==> config.mk <==
export PLATFORM = sky130hd
export DESIGN_NAME = dct_timer
export DESIGN_NICKNAME = d
export VERILOG_FILES = /design/src/common/dct_pkg.sv /design/src/rtl/dct_prescale.sv /design/src/rtl/dct_timer.sv
export SDC_FILE = /design/constraint.sdc
export NUM_CORES = 1
export LEC_CHECK = 0
export BUFFER_PORTS_ARGS = -buffer_cell sky130_fd_sc_hd__buf_2
export CAP_MARGIN = 10
export CORE_MARGIN = 1.5
export CORE_UTILIZATION = 39
export CTS_CLUSTER_DIAMETER = 60
export DETAILED_ROUTE_END_ITERATION = 12
export PLACE_DENSITY = 0.65
export SKIP_LAST_GASP = 1
export SLEW_MARGIN = 40
export SYNTH_ARGS = -nofsm -noshare
export SYNTH_HDL_FRONTEND = slang
export SYNTH_SLANG_ARGS = --single-unit
==> constraint.sdc <==
create_clock -name SYS_CLK_I -period 3.39 [get_ports SYS_CLK_I]
set_input_delay 0.678 -clock SYS_CLK_I [delete_from_list [all_inputs] [get_ports SYS_CLK_I]]
set_output_delay 0.678 -clock SYS_CLK_I [all_outputs]
set_load 0.01 [all_outputs]
==> src/common/dct_pkg.sv <==
// constants shared by the dual counter/timer block
package dct_pkg;

  // ----------------------------------------------------------------
  // register indices (byte address is index times four)
  // ----------------------------------------------------------------
  localparam logic [5:0] IDX_SHORT_CTRL  = 6'h00;
  localparam logic [5:0] IDX_SHARED_CTRL = 6'h01;
  localparam logic [5:0] IDX_LONG_CTRL   = 6'h02;
  localparam logic [5:0] IDX_SHORT_LOW   = 6'h04;
  localparam logic [5:0] IDX_SHORT_HIGH  = 6'h05;
  localparam logic [5:0] IDX_LONG_LOW    = 6'h06;
  localparam logic [5:0] IDX_LONG_HIGH   = 6'h07;
  localparam logic [5:0] IDX_LCAP_LOW    = 6'h08;
  localparam logic [5:0] IDX_LCAP_HIGH   = 6'h09;
  localparam logic [5:0] IDX_SCAP_LOW    = 6'h0a;

  // ----------------------------------------------------------------
  // short and long control register fields
  // ----------------------------------------------------------------
  localparam int B_RUN    = 7;
  localparam int B_MODE   = 6;
  localparam int B_TMO    = 5;
  localparam int B_CLK_HI = 4;
  localparam int B_CLK_LO = 3;
  localparam int B_CAP_IE = 2;
  localparam int B_TMO_IE = 1;
  localparam int B_ROUTE  = 0;

  // ----------------------------------------------------------------
  // shared control register fields
  // ----------------------------------------------------------------
  localparam int B_DEMOD    = 7;
  localparam int B_MARK_F   = 6;
  localparam int B_EDGE_FAL = 5;
  localparam int B_EDGE_RIS = 4;
  localparam int B_OMODE_HI = 3;
  localparam int B_OMODE_LO = 2;
  localparam int B_SINIT    = 1;
  localparam int B_LINIT    = 0;
  localparam int B_RISE_F   = 1;
  localparam int B_FALL_F   = 0;

  // ----------------------------------------------------------------
  // encodings and reset values
  // ----------------------------------------------------------------
  localparam logic [1:0]  OM_FORCE0 = 2'h2;
  localparam logic [1:0]  OM_FORCE1 = 2'h3;
  localparam logic [15:0] LONG_WRAP = 16'hffff;
  localparam logic [7:0]  BYTE_RST  = 8'h00;
  localparam logic [15:0] WORD_RST  = 16'h0000;
  localparam int          PRE_W_DEF = 3;

  // long counter phases
  typedef enum logic [1:0] {LS_IDLE, LS_ARM, LS_COUNT} dct_long_state_e;

endpackage : dct_pkg

==> src/rtl/dct_prescale.sv <==
// count-clock enable divider for one counter
`timescale 1ns/100ps
module dct_prescale
  import dct_pkg::*;
#(
  parameter int W = PRE_W_DEF
)
(
  // clock and reset
  input  wire logic       clk_i,
  input  wire logic       rst_n_i,
  // divide select: 0 /1, 1 /2, 2 /4, 3 /8
  input  wire logic [1:0] sel_i,
  // one-cycle count enable
  output logic            tick_o
);

  logic [W-1:0] cnt;
  logic [W-1:0] mask;

  // free running divider
  always_ff @(posedge clk_i or negedge rst_n_i)
  begin
    if (!rst_n_i)
      cnt <= '0;
    else
      cnt <= cnt + 1'b1;
  end

  // tick when the selected low bits are all ones
  always_comb
  begin
    mask   = W'((1 << sel_i) - 1);
    tick_o = ((cnt & mask) == mask);
  end

endmodule : dct_prescale

==> src/rtl/dct_timer.sv <==
// dual counter/timer with demodulation capture and apb registers
`timescale 1ns/100ps

// Contract
// - short counter runs only while run bit 7 is set; clears at power-on
// - bit 6 picks modulo-N reload (0, default) or single pass (1)
// - bit 5 flags short time-out; write 1 clears, write 0 ignored
// - bits 4:3 pick short count clock: system clock /1, /2, /4, /8
// - bit 2 capture and bit 1 time-out interrupt enables; kept on recovery
// - bit 0 routes short counter output to its pin, else port data
// - disabled long counter in transmit outputs inverse of initial-value bit
// - output mode 10 or 11 forces long output low or high always
// - long enable loads high hold times 256 plus low; output takes initial
// - long zero in transmit toggles output, sets status, may interrupt
// - long counter in transmit stops in single pass, reloads hold in modulo-N
// - hold registers writable any time; used only at the next load
// - long initial count zero wraps to all ones without time-out
// - demodulation: first qualifying edge captures, reloads, starts counting
// - mode bit 0: later edges capture complemented count, reload all ones
// - each edge capture sets an edge flag and may interrupt
// - mode bit 1: edges after the first are ignored, no reload
// - mark mode: short time-out captures long count, may interrupt
// - mode bit written 0 then 1 re-arms one edge capture
// - demodulation zero wraps to all ones, sets status, may interrupt
module dct_timer
  import dct_pkg::*;
#(
  parameter int PRE_W = PRE_W_DEF
)
(
  // clock and reset
  input  wire logic        SYS_CLK_I,
  input  wire logic        RST_N_I,
  // stop-mode recovery, one-cycle pulse on this clock
  input  wire logic        STOP_RECOVER_I,
  // apb slave
  input  wire logic        PSEL_I,
  input  wire logic        PENABLE_I,
  input  wire logic        PWRITE_I,
  input  wire logic [7:0]  PADDR_I,
  input  wire logic [31:0] PWDATA_I,
  output logic      [31:0] PRDATA_O,
  output logic             PREADY_O,
  output logic             PSLVERR_O,
  // pins and port data
  input  wire logic        CARRIER_I,
  input  wire logic        SHORT_PORT_I,
  input  wire logic        LONG_PORT_I,
  output logic             SHORT_PIN_O,
  output logic             LONG_PIN_O,
  // interrupt requests
  output logic             SHORT_IRQ_O,
  output logic             LONG_IRQ_O
);

  // ----------------------------------------------------------------
  // declarations
  // ----------------------------------------------------------------
  logic [5:0]  idx;
  logic [7:0]  wd;
  logic        wr_en;
  logic [7:0]  rd_byte;
  logic        rd_ok;
  // short control
  logic        s_run;
  logic        s_single;
  logic        s_tmo;
  logic [1:0]  s_clk;
  logic        s_cap_ie;
  logic        s_tmo_ie;
  logic        s_route;
  // shared control
  logic        sh_demod;
  logic [1:0]  sh_edge;
  logic [1:0]  sh_omode;
  logic        sh_sinit;
  logic        sh_linit;
  logic        rise_f;
  logic        fall_f;
  logic        mark_f;
  // long control
  logic        l_run;
  logic        l_mode;
  logic        l_tmo;
  logic [1:0]  l_clk;
  logic        l_cap_ie;
  logic        l_tmo_ie;
  logic        l_route;
  logic        rearm;
  // holds and captures
  logic [7:0]  s_lo;
  logic [7:0]  s_hi;
  logic [15:0] l_hold;
  logic [15:0] l_cap;
  logic [7:0]  s_cap;
  // counters
  logic [7:0]  s_cnt;
  logic        s_out;
  logic [15:0] l_cnt;
  logic        l_out;
  logic        l_fresh;
  dct_long_state_e l_st;
  // events
  logic        s_tick;
  logic        l_tick;
  logic        s_start;
  logic        l_start;
  logic        s_timeout;
  logic        l_timeout;
  logic        l_zero;
  logic        cap_edge;
  logic        cap_mark;
  logic        long_val;
  // carrier edge detect
  logic        car_s1;
  logic        car_s2;
  logic        car_d;
  logic [1:0]  pend;

  // register write strobe for one index
  function automatic logic wr_hit(input logic [5:0] i);
    wr_hit = wr_en && (idx == i) && (PADDR_I[1:0] == 2'h0);
  endfunction : wr_hit

  // ----------------------------------------------------------------
  // apb slave
  // ----------------------------------------------------------------
  assign idx   = PADDR_I[7:2];
  assign wd    = PWDATA_I[7:0];
  assign wr_en = PSEL_I & PENABLE_I & PREADY_O & PWRITE_I;

  // read decode
  always_comb
  begin
    rd_ok   = 1'b1;
    rd_byte = BYTE_RST;
    case (idx)
      IDX_SHORT_CTRL:  rd_byte = {s_run, s_single, s_tmo, s_clk, s_cap_ie, s_tmo_ie, s_route};
      IDX_SHARED_CTRL: rd_byte = sh_demod ?
                         {sh_demod, mark_f, sh_edge, sh_omode, rise_f, fall_f} :
                         {sh_demod, 1'b0, sh_edge, sh_omode, sh_sinit, sh_linit};
      IDX_LONG_CTRL:   rd_byte = {l_run, l_mode, l_tmo, l_clk, l_cap_ie, l_tmo_ie, l_route};
      IDX_SHORT_LOW:   rd_byte = s_lo;
      IDX_SHORT_HIGH:  rd_byte = s_hi;
      IDX_LONG_LOW:    rd_byte = l_hold[7:0];
      IDX_LONG_HIGH:   rd_byte = l_hold[15:8];
      IDX_LCAP_LOW:    rd_byte = l_cap[7:0];
      IDX_LCAP_HIGH:   rd_byte = l_cap[15:8];
      IDX_SCAP_LOW:    rd_byte = s_cap;
      default:         rd_ok   = 1'b0;
    endcase
    if (PADDR_I[1:0] != 2'h0)
      rd_ok = 1'b0;
  end

  // one wait state, answer registered
  always_ff @(posedge SYS_CLK_I or negedge RST_N_I)
  begin
    if (!RST_N_I)
    begin
      PREADY_O  <= 1'b0;
      PSLVERR_O <= 1'b0;
      PRDATA_O  <= '0;
    end
    else if (PSEL_I && PENABLE_I && !PREADY_O)
    begin
      PREADY_O  <= 1'b1;
      PSLVERR_O <= ~rd_ok;
      PRDATA_O  <= PWRITE_I ? 32'h0 : {24'h0, rd_byte};
    end
    else
    begin
      PREADY_O  <= 1'b0;
      PSLVERR_O <= 1'b0;
    end
  end

  // ----------------------------------------------------------------
  // short control register
  // ----------------------------------------------------------------
  assign s_start = wr_hit(IDX_SHORT_CTRL) & wd[B_RUN] & ~s_run;

  // bits cleared by power-on and by stop-mode recovery
  always_ff @(posedge SYS_CLK_I or negedge RST_N_I)
  begin
    if (!RST_N_I)
    begin
      s_run    <= 1'b0;
      s_single <= 1'b0;
      s_route  <= 1'b0;
    end
    else if (STOP_RECOVER_I)
    begin
      s_run    <= 1'b0;
      s_single <= 1'b0;
      s_route  <= 1'b0;
    end
    else if (wr_hit(IDX_SHORT_CTRL))
    begin
      s_run    <= wd[B_RUN];
      s_single <= wd[B_MODE];
      s_route  <= wd[B_ROUTE];
    end
    else if (s_timeout && s_single)
      s_run <= 1'b0;
  end

  // bits cleared by power-on only
  always_ff @(posedge SYS_CLK_I or negedge RST_N_I)
  begin
    if (!RST_N_I)
    begin
      s_tmo    <= 1'b0;
      s_clk    <= 2'h0;
      s_cap_ie <= 1'b0;
      s_tmo_ie <= 1'b0;
    end
    else
    begin
      if (wr_hit(IDX_SHORT_CTRL))
      begin
        s_clk    <= wd[B_CLK_HI:B_CLK_LO];
        s_cap_ie <= wd[B_CAP_IE];
        s_tmo_ie <= wd[B_TMO_IE];
      end
      if (s_timeout)
        s_tmo <= 1'b1;
      else if (wr_hit(IDX_SHORT_CTRL) && wd[B_TMO])
        s_tmo <= 1'b0;
    end
  end

  // ----------------------------------------------------------------
  // shared control register
  // ----------------------------------------------------------------
  always_ff @(posedge SYS_CLK_I or negedge RST_N_I)
  begin
    if (!RST_N_I)
    begin
      sh_demod <= 1'b0;
      sh_edge  <= 2'h0;
      sh_omode <= 2'h0;
      sh_sinit <= 1'b0;
      sh_linit <= 1'b0;
    end
    else if (wr_hit(IDX_SHARED_CTRL))
    begin
      sh_demod <= wd[B_DEMOD];
      sh_edge  <= wd[B_EDGE_FAL:B_EDGE_RIS];
      sh_omode <= wd[B_OMODE_HI:B_OMODE_LO];
      if (!sh_demod)
      begin
        sh_sinit <= wd[B_SINIT];
        sh_linit <= wd[B_LINIT];
      end
    end
  end

  // edge and mark flags: hardware set beats software clear
  always_ff @(posedge SYS_CLK_I or negedge RST_N_I)
  begin
    if (!RST_N_I)
    begin
      rise_f <= 1'b0;
      fall_f <= 1'b0;
      mark_f <= 1'b0;
    end
    else
    begin
      if (cap_edge && pend[1])
        rise_f <= 1'b1;
      else if (wr_hit(IDX_SHARED_CTRL) && sh_demod && wd[B_RISE_F])
        rise_f <= 1'b0;
      if (cap_edge && !pend[1])
        fall_f <= 1'b1;
      else if (wr_hit(IDX_SHARED_CTRL) && sh_demod && wd[B_FALL_F])
        fall_f <= 1'b0;
      if (cap_mark)
        mark_f <= 1'b1;
      else if (wr_hit(IDX_SHARED_CTRL) && sh_demod && wd[B_MARK_F])
        mark_f <= 1'b0;
    end
  end

  // ----------------------------------------------------------------
  // long control register
  // ----------------------------------------------------------------
  assign l_start = wr_hit(IDX_LONG_CTRL) & wd[B_RUN] & ~l_run;

  always_ff @(posedge SYS_CLK_I or negedge RST_N_I)
  begin
    if (!RST_N_I)
    begin
      l_run    <= 1'b0;
      l_mode   <= 1'b0;
      l_clk    <= 2'h0;
      l_cap_ie <= 1'b0;
      l_tmo_ie <= 1'b0;
      l_route  <= 1'b0;
    end
    else if (wr_hit(IDX_LONG_CTRL))
    begin
      l_run    <= wd[B_RUN];
      l_mode   <= wd[B_MODE];
      l_clk    <= wd[B_CLK_HI:B_CLK_LO];
      l_cap_ie <= wd[B_CAP_IE];
      l_tmo_ie <= wd[B_TMO_IE];
      l_route  <= wd[B_ROUTE];
    end
    else if (l_timeout && !sh_demod && l_mode)
      l_run <= 1'b0;
  end

  // long status flag and edge re-arm
  always_ff @(posedge SYS_CLK_I or negedge RST_N_I)
  begin
    if (!RST_N_I)
    begin
      l_tmo <= 1'b0;
      rearm <= 1'b0;
    end
    else
    begin
      if (l_timeout)
        l_tmo <= 1'b1;
      else if (wr_hit(IDX_LONG_CTRL) && wd[B_TMO])
        l_tmo <= 1'b0;
      if (wr_hit(IDX_LONG_CTRL) && wd[B_MODE] && !l_mode)
        rearm <= 1'b1;
      else if (cap_edge)
        rearm <= 1'b0;
    end
  end

  // ----------------------------------------------------------------
  // hold registers, sampled only at load time
  // ----------------------------------------------------------------
  always_ff @(posedge SYS_CLK_I or negedge RST_N_I)
  begin
    if (!RST_N_I)
    begin
      s_lo   <= BYTE_RST;
      s_hi   <= BYTE_RST;
      l_hold <= WORD_RST;
    end
    else
    begin
      if (wr_hit(IDX_SHORT_LOW))
        s_lo <= wd;
      if (wr_hit(IDX_SHORT_HIGH))
        s_hi <= wd;
      if (wr_hit(IDX_LONG_LOW))
        l_hold[7:0] <= wd;
      if (wr_hit(IDX_LONG_HIGH))
        l_hold[15:8] <= wd;
    end
  end

  // ----------------------------------------------------------------
  // count clock dividers
  // ----------------------------------------------------------------
  dct_prescale #(.W(PRE_W)) u_short_pre
  (
    .clk_i   (SYS_CLK_I),
    .rst_n_i (RST_N_I),
    .sel_i   (s_clk),
    .tick_o  (s_tick)
  );

  dct_prescale #(.W(PRE_W)) u_long_pre
  (
    .clk_i   (SYS_CLK_I),
    .rst_n_i (RST_N_I),
    .sel_i   (l_clk),
    .tick_o  (l_tick)
  );

  // ----------------------------------------------------------------
  // short counter
  // ----------------------------------------------------------------
  assign s_timeout = s_run & s_tick & (s_cnt == 8'h00) & ~s_start;

  always_ff @(posedge SYS_CLK_I or negedge RST_N_I)
  begin
    if (!RST_N_I)
    begin
      s_cnt <= BYTE_RST;
      s_out <= 1'b0;
    end
    else if (s_start)
    begin
      s_out <= sh_sinit;
      s_cnt <= sh_sinit ? s_hi : s_lo;
    end
    else if (s_run && s_tick)
    begin
      if (s_cnt == 8'h00)
      begin
        s_out <= ~s_out;
        s_cnt <= s_out ? s_lo : s_hi;
      end
      else
        s_cnt <= s_cnt - 8'h01;
    end
  end

  // ----------------------------------------------------------------
  // carrier edge detector
  // ----------------------------------------------------------------
  always_ff @(posedge SYS_CLK_I or negedge RST_N_I)
  begin
    if (!RST_N_I)
    begin
      car_s1 <= 1'b0;
      car_s2 <= 1'b0;
      car_d  <= 1'b0;
    end
    else
    begin
      car_s1 <= CARRIER_I;
      car_s2 <= car_s1;
      car_d  <= car_s2;
    end
  end

  // pending edge kind, consumed once per long count period
  always_ff @(posedge SYS_CLK_I or negedge RST_N_I)
  begin
    if (!RST_N_I)
      pend <= 2'h0;
    else if (l_tick && pend[0])
      pend <= 2'h0;
    else if (sh_demod && pend == 2'h0)
    begin
      if (sh_edge[0] && car_s2 && !car_d)
        pend <= 2'h3;
      else if (sh_edge[1] && !car_s2 && car_d)
        pend <= 2'h1;
    end
  end

  // ----------------------------------------------------------------
  // long counter
  // ----------------------------------------------------------------
  assign l_zero    = (l_cnt == 16'h0000) & ~l_fresh;
  assign cap_edge  = sh_demod & l_run & l_tick & pend[0] &
                     ((l_st == LS_ARM) | ~l_mode | rearm);
  assign cap_mark  = sh_demod & l_mode & (l_st == LS_COUNT) & s_timeout;
  assign l_timeout = l_run & (l_st == LS_COUNT) & l_tick & l_zero & ~cap_edge;

  always_ff @(posedge SYS_CLK_I or negedge RST_N_I)
  begin
    if (!RST_N_I)
    begin
      l_st    <= LS_IDLE;
      l_cnt   <= WORD_RST;
      l_out   <= 1'b0;
      l_fresh <= 1'b0;
      l_cap   <= WORD_RST;
      s_cap   <= BYTE_RST;
    end
    else
    begin
      case (l_st)
        LS_IDLE:
          if (l_start)
          begin
            l_out   <= sh_linit;
            l_fresh <= 1'b1;
            l_cnt   <= l_hold;
            l_st    <= sh_demod ? LS_ARM : LS_COUNT;
          end
        LS_ARM:
          if (!l_run)
            l_st <= LS_IDLE;
          else if (cap_edge)
          begin
            l_cap   <= ~l_cnt;
            s_cap   <= s_cnt;
            l_cnt   <= l_hold;
            l_fresh <= 1'b1;
            l_st    <= LS_COUNT;
          end
        LS_COUNT:
          if (!l_run)
            l_st <= LS_IDLE;
          else if (cap_edge)
          begin
            l_cap   <= ~l_cnt;
            s_cap   <= s_cnt;
            l_cnt   <= LONG_WRAP;
            l_fresh <= 1'b1;
          end
          else
          begin
            if (cap_mark)
              l_cap <= l_cnt;
            if (l_tick)
            begin
              l_fresh <= 1'b0;
              if (l_zero && sh_demod)
                l_cnt <= LONG_WRAP;
              else if (l_zero)
              begin
                l_out   <= ~l_out;
                l_cnt   <= l_hold;
                l_fresh <= 1'b1;
              end
              else
                l_cnt <= l_cnt - 16'h0001;
            end
          end
        default:
          l_st <= LS_IDLE;
      endcase
    end
  end

  // ----------------------------------------------------------------
  // pins and interrupt requests
  // ----------------------------------------------------------------
  always_comb
  begin
    if (sh_omode == OM_FORCE0)
      long_val = 1'b0;
    else if (sh_omode == OM_FORCE1)
      long_val = 1'b1;
    else if (l_st == LS_IDLE && !sh_demod)
      long_val = ~sh_linit;
    else
      long_val = l_out;
  end

  // registered pin drive and requests
  always_ff @(posedge SYS_CLK_I or negedge RST_N_I)
  begin
    if (!RST_N_I)
    begin
      SHORT_PIN_O <= 1'b0;
      LONG_PIN_O  <= 1'b0;
      SHORT_IRQ_O <= 1'b0;
      LONG_IRQ_O  <= 1'b0;
    end
    else
    begin
      SHORT_PIN_O <= s_route ? s_out : SHORT_PORT_I;
      LONG_PIN_O  <= l_route ? long_val : LONG_PORT_I;
      SHORT_IRQ_O <= (s_tmo & s_tmo_ie) |
                     ((rise_f | fall_f) & s_cap_ie);
      LONG_IRQ_O  <= (l_tmo & l_tmo_ie) |
                     ((rise_f | fall_f | mark_f) & l_cap_ie);
    end
  end

endmodule : dct_timer

# Word-level counts from Yosys, hierarchy flattened
# Cells that the tools add are included.
dict set report op_classes {
  bitwise_logic 46
  n_reduce_logical 77
  n_addsub 6
  eq_ne 27
  n_shift 2
  n_mux 82
}
# cell count
set ops {}
lappend ops {{$mux 16} 13}
lappend ops {{$pmux 8 s10} 1}
lappend ops {{$mux 8} 7}
lappend ops {{$pmux 16 s3} 1}
lappend ops {{$mux 1} 47}
lappend ops {{$logic_and 1x1->1} 38}
lappend ops {{$pmux 16 s2} 1}
lappend ops {{$reduce_bool 2->1} 14}
lappend ops {{$and 1x1->1} 26}
lappend ops {{$eq 6x3->1 const B} 4}
lappend ops {{$eq 6x4->1 const B} 3}
lappend ops {{$mux 2} 9}
lappend ops {{$ne 2x2->1 const B} 9}
lappend ops {{$logic_not 16->1} 1}
lappend ops {{$not 16->16} 1}
lappend ops {{$sub 16x1->16 const B} 1}
lappend ops {{$not 1->1} 11}
lappend ops {{$reduce_or 10->1} 1}
lappend ops {{$ne 3x3->1 const B} 3}
lappend ops {{$reduce_bool 3->1} 3}
lappend ops {{$logic_not 8->1} 1}
lappend ops {{$sub 8x1->8 const B} 1}
lappend ops {{$reduce_and 7->1} 1}
lappend ops {{$add 3x1->3 const B} 2}
lappend ops {{other kinds (20)} 41}
dict set report totals {
  ff_bits 161
  inputBits 49
  out_inout_bits 38
  word_cells 288
}

# Logic depth before layout (Yosys ltp)
dict set report logic_depth {
  ltp_word 14
  ltp_mapped 9
  ltp_nobuf 8
}

# By module
# A second synthesis with hierarchy kept.
dict set report hier_totals {
  hier_cells 724
  area_unflattened_um2 7608.5
}
# module seq_area_each_um2 cells_each n_inst area_per_inst_um2
set modules_own_cells {}
lappend modules_own_cells {dct_timer 3278.1 704 1 7340.8}
lappend modules_own_cells {dct_prescale 75.1 10 2 133.9}

# Worst setup path before layout
# Ideal clock, no wire load.
dict set report synth_timing {
  kind {input port to flip-flop}
  startpoint {input port PADDR_I[5]}
  endpoint {register s_cnt[2]}
  n_path_buf 0
  stages 6
  required_ps 3264
  path_slack_ps 903
  setup_ps 126
  arrival_ps 2361
  cell_sequence {or4_1 -> nor3_2 -> nand2_1 -> nor3b_2 -> nor2_1 -> a221o_1}
}
dict set report synth_via {
  elab_chain_len 6
  word_cells_on_any_way 7
  classes_between {mux (1); bitwise (2); reduce/logical (4)}
}
# element line
set synth_lines {}
lappend synth_lines {{from (decl)} dct_timer.sv:40} ;# input wire logic [7:0] PADDR_I,
lappend synth_lines {{$logic_not 6->1 *} dct_timer.sv:122} ;# wr_hit = wr_en && (idx == i) && (PADDR_I[1:0] == 2'h0);
lappend synth_lines {{$logic_and 1x1->1 * (2 in a row)} dct_timer.sv:122}
lappend synth_lines {{$and 1x1->1 * (2 in a row)} dct_timer.sv:181} ;# assign s_start = wr_hit(IDX_SHORT_CTRL) & wd[B_RUN] & ~s_run;
lappend synth_lines {{$mux 8 or $reduce_bool 2->1 (tied branches)} n/a}
lappend synth_lines {{to (signal assigned)} dct_timer.sv:393} ;# s_cnt <= sh_sinit ? s_hi : s_lo;
lappend synth_lines {{to (signal assigned)} dct_timer.sv:400} ;# s_cnt <= s_out ? s_lo : s_hi;
lappend synth_lines {{to (signal assigned)} dct_timer.sv:403} ;# s_cnt <= s_cnt - 8'h01;
lappend synth_lines {{to (decl)} dct_timer.sv:97} ;# logic [7:0] s_cnt;
# Every way passes the cells marked *; elsewhere a longest branch is shown, timed or not.
# A chain may end at the register's enable or synchronous reset.

# Worst setup path after layout
dict set report layout_timing {
  startpoint {register s_cnt[3]}
  endpoint {register l_cap[11]}
}
dict set report layout_via {
  elab_chain_len 6
}
# element line
set layout_lines {}
lappend layout_lines {{$logic_not 8->1} dct_timer.sv:381} ;# assign s_timeout = s_run & s_tick & (s_cnt == 8'h00) & ~s_start;
lappend layout_lines {{$and 1x1->1 (2 in a row)} dct_timer.sv:381}
lappend layout_lines {{$and 1x1->1} dct_timer.sv:448} ;# assign cap_mark = sh_demod & l_mode & (l_st == LS_COUNT) & s_timeout;
lappend layout_lines {{$ne 3x3->1 (no source line)} n/a}
lappend layout_lines {{$reduce_and 5->1 (no source line)} n/a}
lappend layout_lines {{to (signal assigned)} dct_timer.sv:478} ;# l_cap <= ~l_cnt;
lappend layout_lines {{to (signal assigned)} dct_timer.sv:489} ;# l_cap <= ~l_cnt;
lappend layout_lines {{to (signal assigned)} dct_timer.sv:497} ;# l_cap <= l_cnt;
lappend layout_lines {{to (decl)} dct_timer.sv:94} ;# logic [15:0] l_cap;
# Every way passes these cells.

==> results.sh <==
export IMPL_report_final_hold_viol_count=0
export IMPL_critical_path_startpoint_type="flop"
export IMPL_ys_flop_type="dfrtp_1"
export IMPL_post_cts_repair_setup_buffers=0
export IMPL_power_per_cell_area_nw_per_um2=659.0
export IMPL_routed_wl_mm=19.77
export IMPL_syn_inst=699
export IMPL_timing_final_crit_period_ps=2650
export IMPL_insertedDiodeCount=0
export IMPL_status="complete, no violations"
export IMPL_cp_cell_sequence="or4_4 -> or3b_1 -> nor3_4 -> o21ai_4 -> mux2_4"
export IMPL_area_of_the_mapped_netlist_sq_um=7402
export IMPL_critical_path_max_stage_delay_ps=580
export IMPL_area_growth_from_synthesis_to_final_layout_pct=13.89
export IMPL_post_route_cells_drive_above_1_share_pct=24.37
export IMPL_async_flop_share_pct=100.0
export IMPL_combinational_family_with_the_most_area_after_synthesis="multiplexers"
export IMPL_grt_use_total_pct=20.69
export IMPL_clock_root_buffer="clkbuf_16"
export IMPL_register_clock_pin_slew_on_the_reported_worst_setup_and_hold_paths_ps=60
export IMPL_synthTopCellsByArea="dfrtp_1, mux2_2, nand2_1"
export IMPL_antenna_found_initial=0
export IMPL_tritoncts="built"
export IMPL_route_detailed_vias_per_inst=5.700
export IMPL_final_util_pct=45.22
export IMPL_yosysTopAreaCellShare_pct=46.32
export IMPL_grt_pass1_wl_mm=31.11
export IMPL_firstDrtPassIters=6
export IMPL_drt_first_iter_violations=549
export IMPL_rows=50
export IMPL_htreeDepth=4
export IMPL_timing_fmax_ghz=0.3774
export IMPL_dieWidth_microns=140.8
export IMPL_yosys_mux_area_fraction_pct=15.89
export IMPL_clk_insertion_delay_late_ps=430
export IMPL_cts_hold_buffers_added=0
export IMPL_tritoncts_num_buffers=17
export IMPL_end_kind="flop"
export IMPL_worst_path_buf_inv=0
export IMPL_maxCapViolCount=0
export IMPL_final_period_utilization_pct=78.17
export IMPL_io_pin_count=87
export IMPL_drcViolationCount=0
export IMPL_cts_num_sinks=137
export IMPL_p_leak_nw=3.911
export IMPL_synth_edf_count=0
export IMPL_path_class="flop to flop"
export IMPL_grt_start_max_net_pins=83
export IMPL_setup_tns_final_ps=0
export IMPL_post_cts_resized_instances=0
export IMPL_worstHoldPathType="input pin to async pin"
export IMPL_synth_avg_cell_area_sq_um=10.59
export IMPL_post_synth_num_cell_types=76
export IMPL_overflow=0
export IMPL_final_max_slew_violation_count=0
export IMPL_core_area_sq_um=18640
export IMPL_fillerInstances=1764
export IMPL_route_detailed_wl_per_inst_microns=19.91
export IMPL_synth_seq_cells=137
export IMPL_critical_path_slowest_cell="or4_4"
export IMPL_slew_limit_headroom_pct=49.84
export IMPL_fin_nets=804
export IMPL_critPathArrivalTime_ps=2960
export IMPL_required_ps=3700
export IMPL_via_count_of_the_first_global_routing_pass=5451
export IMPL_synth_xor_area_share_pct=2.958
export IMPL_detailroute_via_count=5660
export IMPL_synth_largest_area_cell="dfrtp_1"
export IMPL_synth_adder_area_share_pct=1.521
export IMPL_tightest_slew_ps=752.4
export IMPL_synth_compound_gate_area_share_pct=15.65
export IMPL_peakVddDrop_uv=275.7
export IMPL_place_gp_congestion=0.8728
export IMPL_setup_violations_final=0
export IMPL_final_antenna_net_count=0
export IMPL_hpwl_mm=14.26
export IMPL_synth_simple_area_share_pct=12.36
export IMPL_buffer_ports_inserted=38
export IMPL_design_die_area_sq_um=19810
export IMPL_clock_skew_final_ps=8.004
export IMPL_worst_path_dominant_cell_family="simple AND/OR/NAND/NOR gates"
export IMPL_clock_tree_buffer_depth=2
export IMPL_starting_density_pct=39.70
export IMPL_synth_warning_count=0
export IMPL_synth_seq_area_share_pct=46.32
export IMPL_rsz0062_at_grt="no"
export IMPL_die_h_microns=140.8
export IMPL_timing_critical_path_fanout_max=16
-- per-layer routing --
layer	part of all wire (%)	GRT usage, %	vias up
li1	-	-	2606
met1	45	27.37	2821
met2	47	33.11	201
met3	6.5	5.673	32
met4	1.8	6.360	0
met5	0	0	-
-- state kept, by name, summed over array words and instances (netlist names), 2 cells and up --
| register | flops |
|---|---|
| PRDATA_O | 8 |
| l_cap | 16 |
| l_clk | 2 |
| l_cnt | 16 |
| l_hold | 16 |
| l_st | 2 |
| pend | 2 |
| s_cap | 8 |
| s_clk | 2 |
| s_cnt | 8 |
| s_hi | 8 |
| s_lo | 8 |
| sh_edge | 2 |
| sh_omode | 2 |
| u_long_pre.cnt | 3 |
| u_short_pre.cnt | 3 |
-- cells in the final DEF (no fill, tap or decap), types with 4 or more instances in the layout --
cell type / count
dfrtp_1: 137
nand2_1: 71
mux2_2: 70
nor2_1: 41
o21ai_0: 39
buf_2: 37
conb_1: 24
a21oi_1: 22
inv_1: 20
buf_4: 20
xor2_1: 18
nor3_1: 17
mux2i_1: 17
clkbuf_16: 17
a22oi_1: 16
a211oi_1: 11
o22ai_1: 10
mux2_4: 10
nand3_1: 9
a2bb2oi_1: 9
ha_1: 9
a21o_1: 8
xnor2_1: 7
a31oi_1: 7
nor2b_1: 7
nand4_1: 6
a221o_1: 6
nand2b_1: 5
and2_1: 4
clkinv_2: 4
-- cell families after synthesis --
| logic type | Yosys count |
|---|---|
| fa+ha+maj | 9 |
| compound gates | 166 |
| flops | 137 |
| mux | 100 |
| buf+inv | 74 |
| other cells | 1 |
| simple gates | 187 |
| xor+xnor | 25 |
-- worst register-to-register path, delay by kind of cell, from the launching register on --
family	cells	cell delay [ps]
compound gates	1	230
flops	1	450
mux	1	360
simple gates	3	1500
-- layout make-up --
class	count	area [sq um]	area share, %
inverter	20	75.07	0.8905
timing repair buffer	59	366.6	4.348
clock buffer	20	446.7	5.298
tap	234	292.8	3.473
multi-input combinational	511	3671	43.54
sequential	137	3428	40.66
clock inverter	12	150.1	1.781
-- metrics by stage --
step / power (mW) / cell area, sq um / worst slack (ps) / std cells / hold slack (ps)
global placement: 3.657 / 7834 / 578.1 / 961 / 334.2
global route: 5.823 / 8431 / 653.6 / 993 / 348.2
CTS: 5.580 / 8431 / 745.2 / 993 / 326.1
finish: 5.556 / 8431 / 740.0 / 993 / 293.6
floorplan: 3.273 / 7488 / 902.6 / 722 / 331.2
detailed placement: 3.691 / 7834 / 566.9 / 961 / 343.5
-- cells in the mapped netlist (3+ instances only) --
| cell | count |
|---|---|
| dfrtp_1 | 137 |
| nand2_1 | 71 |
| mux2_2 | 70 |
| nor2_1 | 41 |
| o21ai_0 | 39 |
| buf_4 | 24 |
| a21oi_1 | 22 |
| clkbuf_1 | 21 |
| inv_1 | 20 |
| xor2_1 | 18 |
| mux2i_1 | 17 |
| nor3_1 | 17 |
| a22oi_1 | 16 |
| a211oi_1 | 11 |
| mux2_4 | 10 |
| o22ai_1 | 10 |
| a2bb2oi_1 | 9 |
| ha_1 | 9 |
| nand3_1 | 9 |
| a21o_1 | 8 |
| a31oi_1 | 7 |
| nor2b_1 | 7 |
| xnor2_1 | 7 |
| a221o_1 | 6 |
| nand4_1 | 6 |
| buf_2 | 5 |
| nand2b_1 | 5 |
| and2_1 | 4 |
| a221oi_1 | 3 |
| a22o_1 | 3 |
| and3_1 | 3 |
| mux4_2 | 3 |
| nand3b_1 | 3 |
| nor4_1 | 3 |
| o41ai_1 | 3 |
-- final timing paths --
| kind | startpoint | to | slack, ps | cells past startpoint |
|---|---|---|---|---|
| max | s_cnt[3] | l_cap[11] | 740 | 5 |
| min | RST_N_I | LONG_PIN_O | 290 | 1 |
| max reg2reg | s_cnt[3] | l_cap[11] | 740 | 5 |
| min reg2reg | car_s1 | car_s2 | 360 | 0 |
| max in group asynchronous | RST_N_I | s_cap[0] | 2340 | 2 |
| min in group SYS_CLK_I | car_s1 | car_s2 | 360 | 0 |
-- power by group --
part           leakage [nW]  total (mW)  internal, mW  switching (mW)
Clock                 0.286        1.88          1.17           0.711
Combinational          1.84        1.56         0.728           0.833
Sequential             1.78        2.11          1.87           0.245
Note: power is estimated with default switching activity, not from simulation.
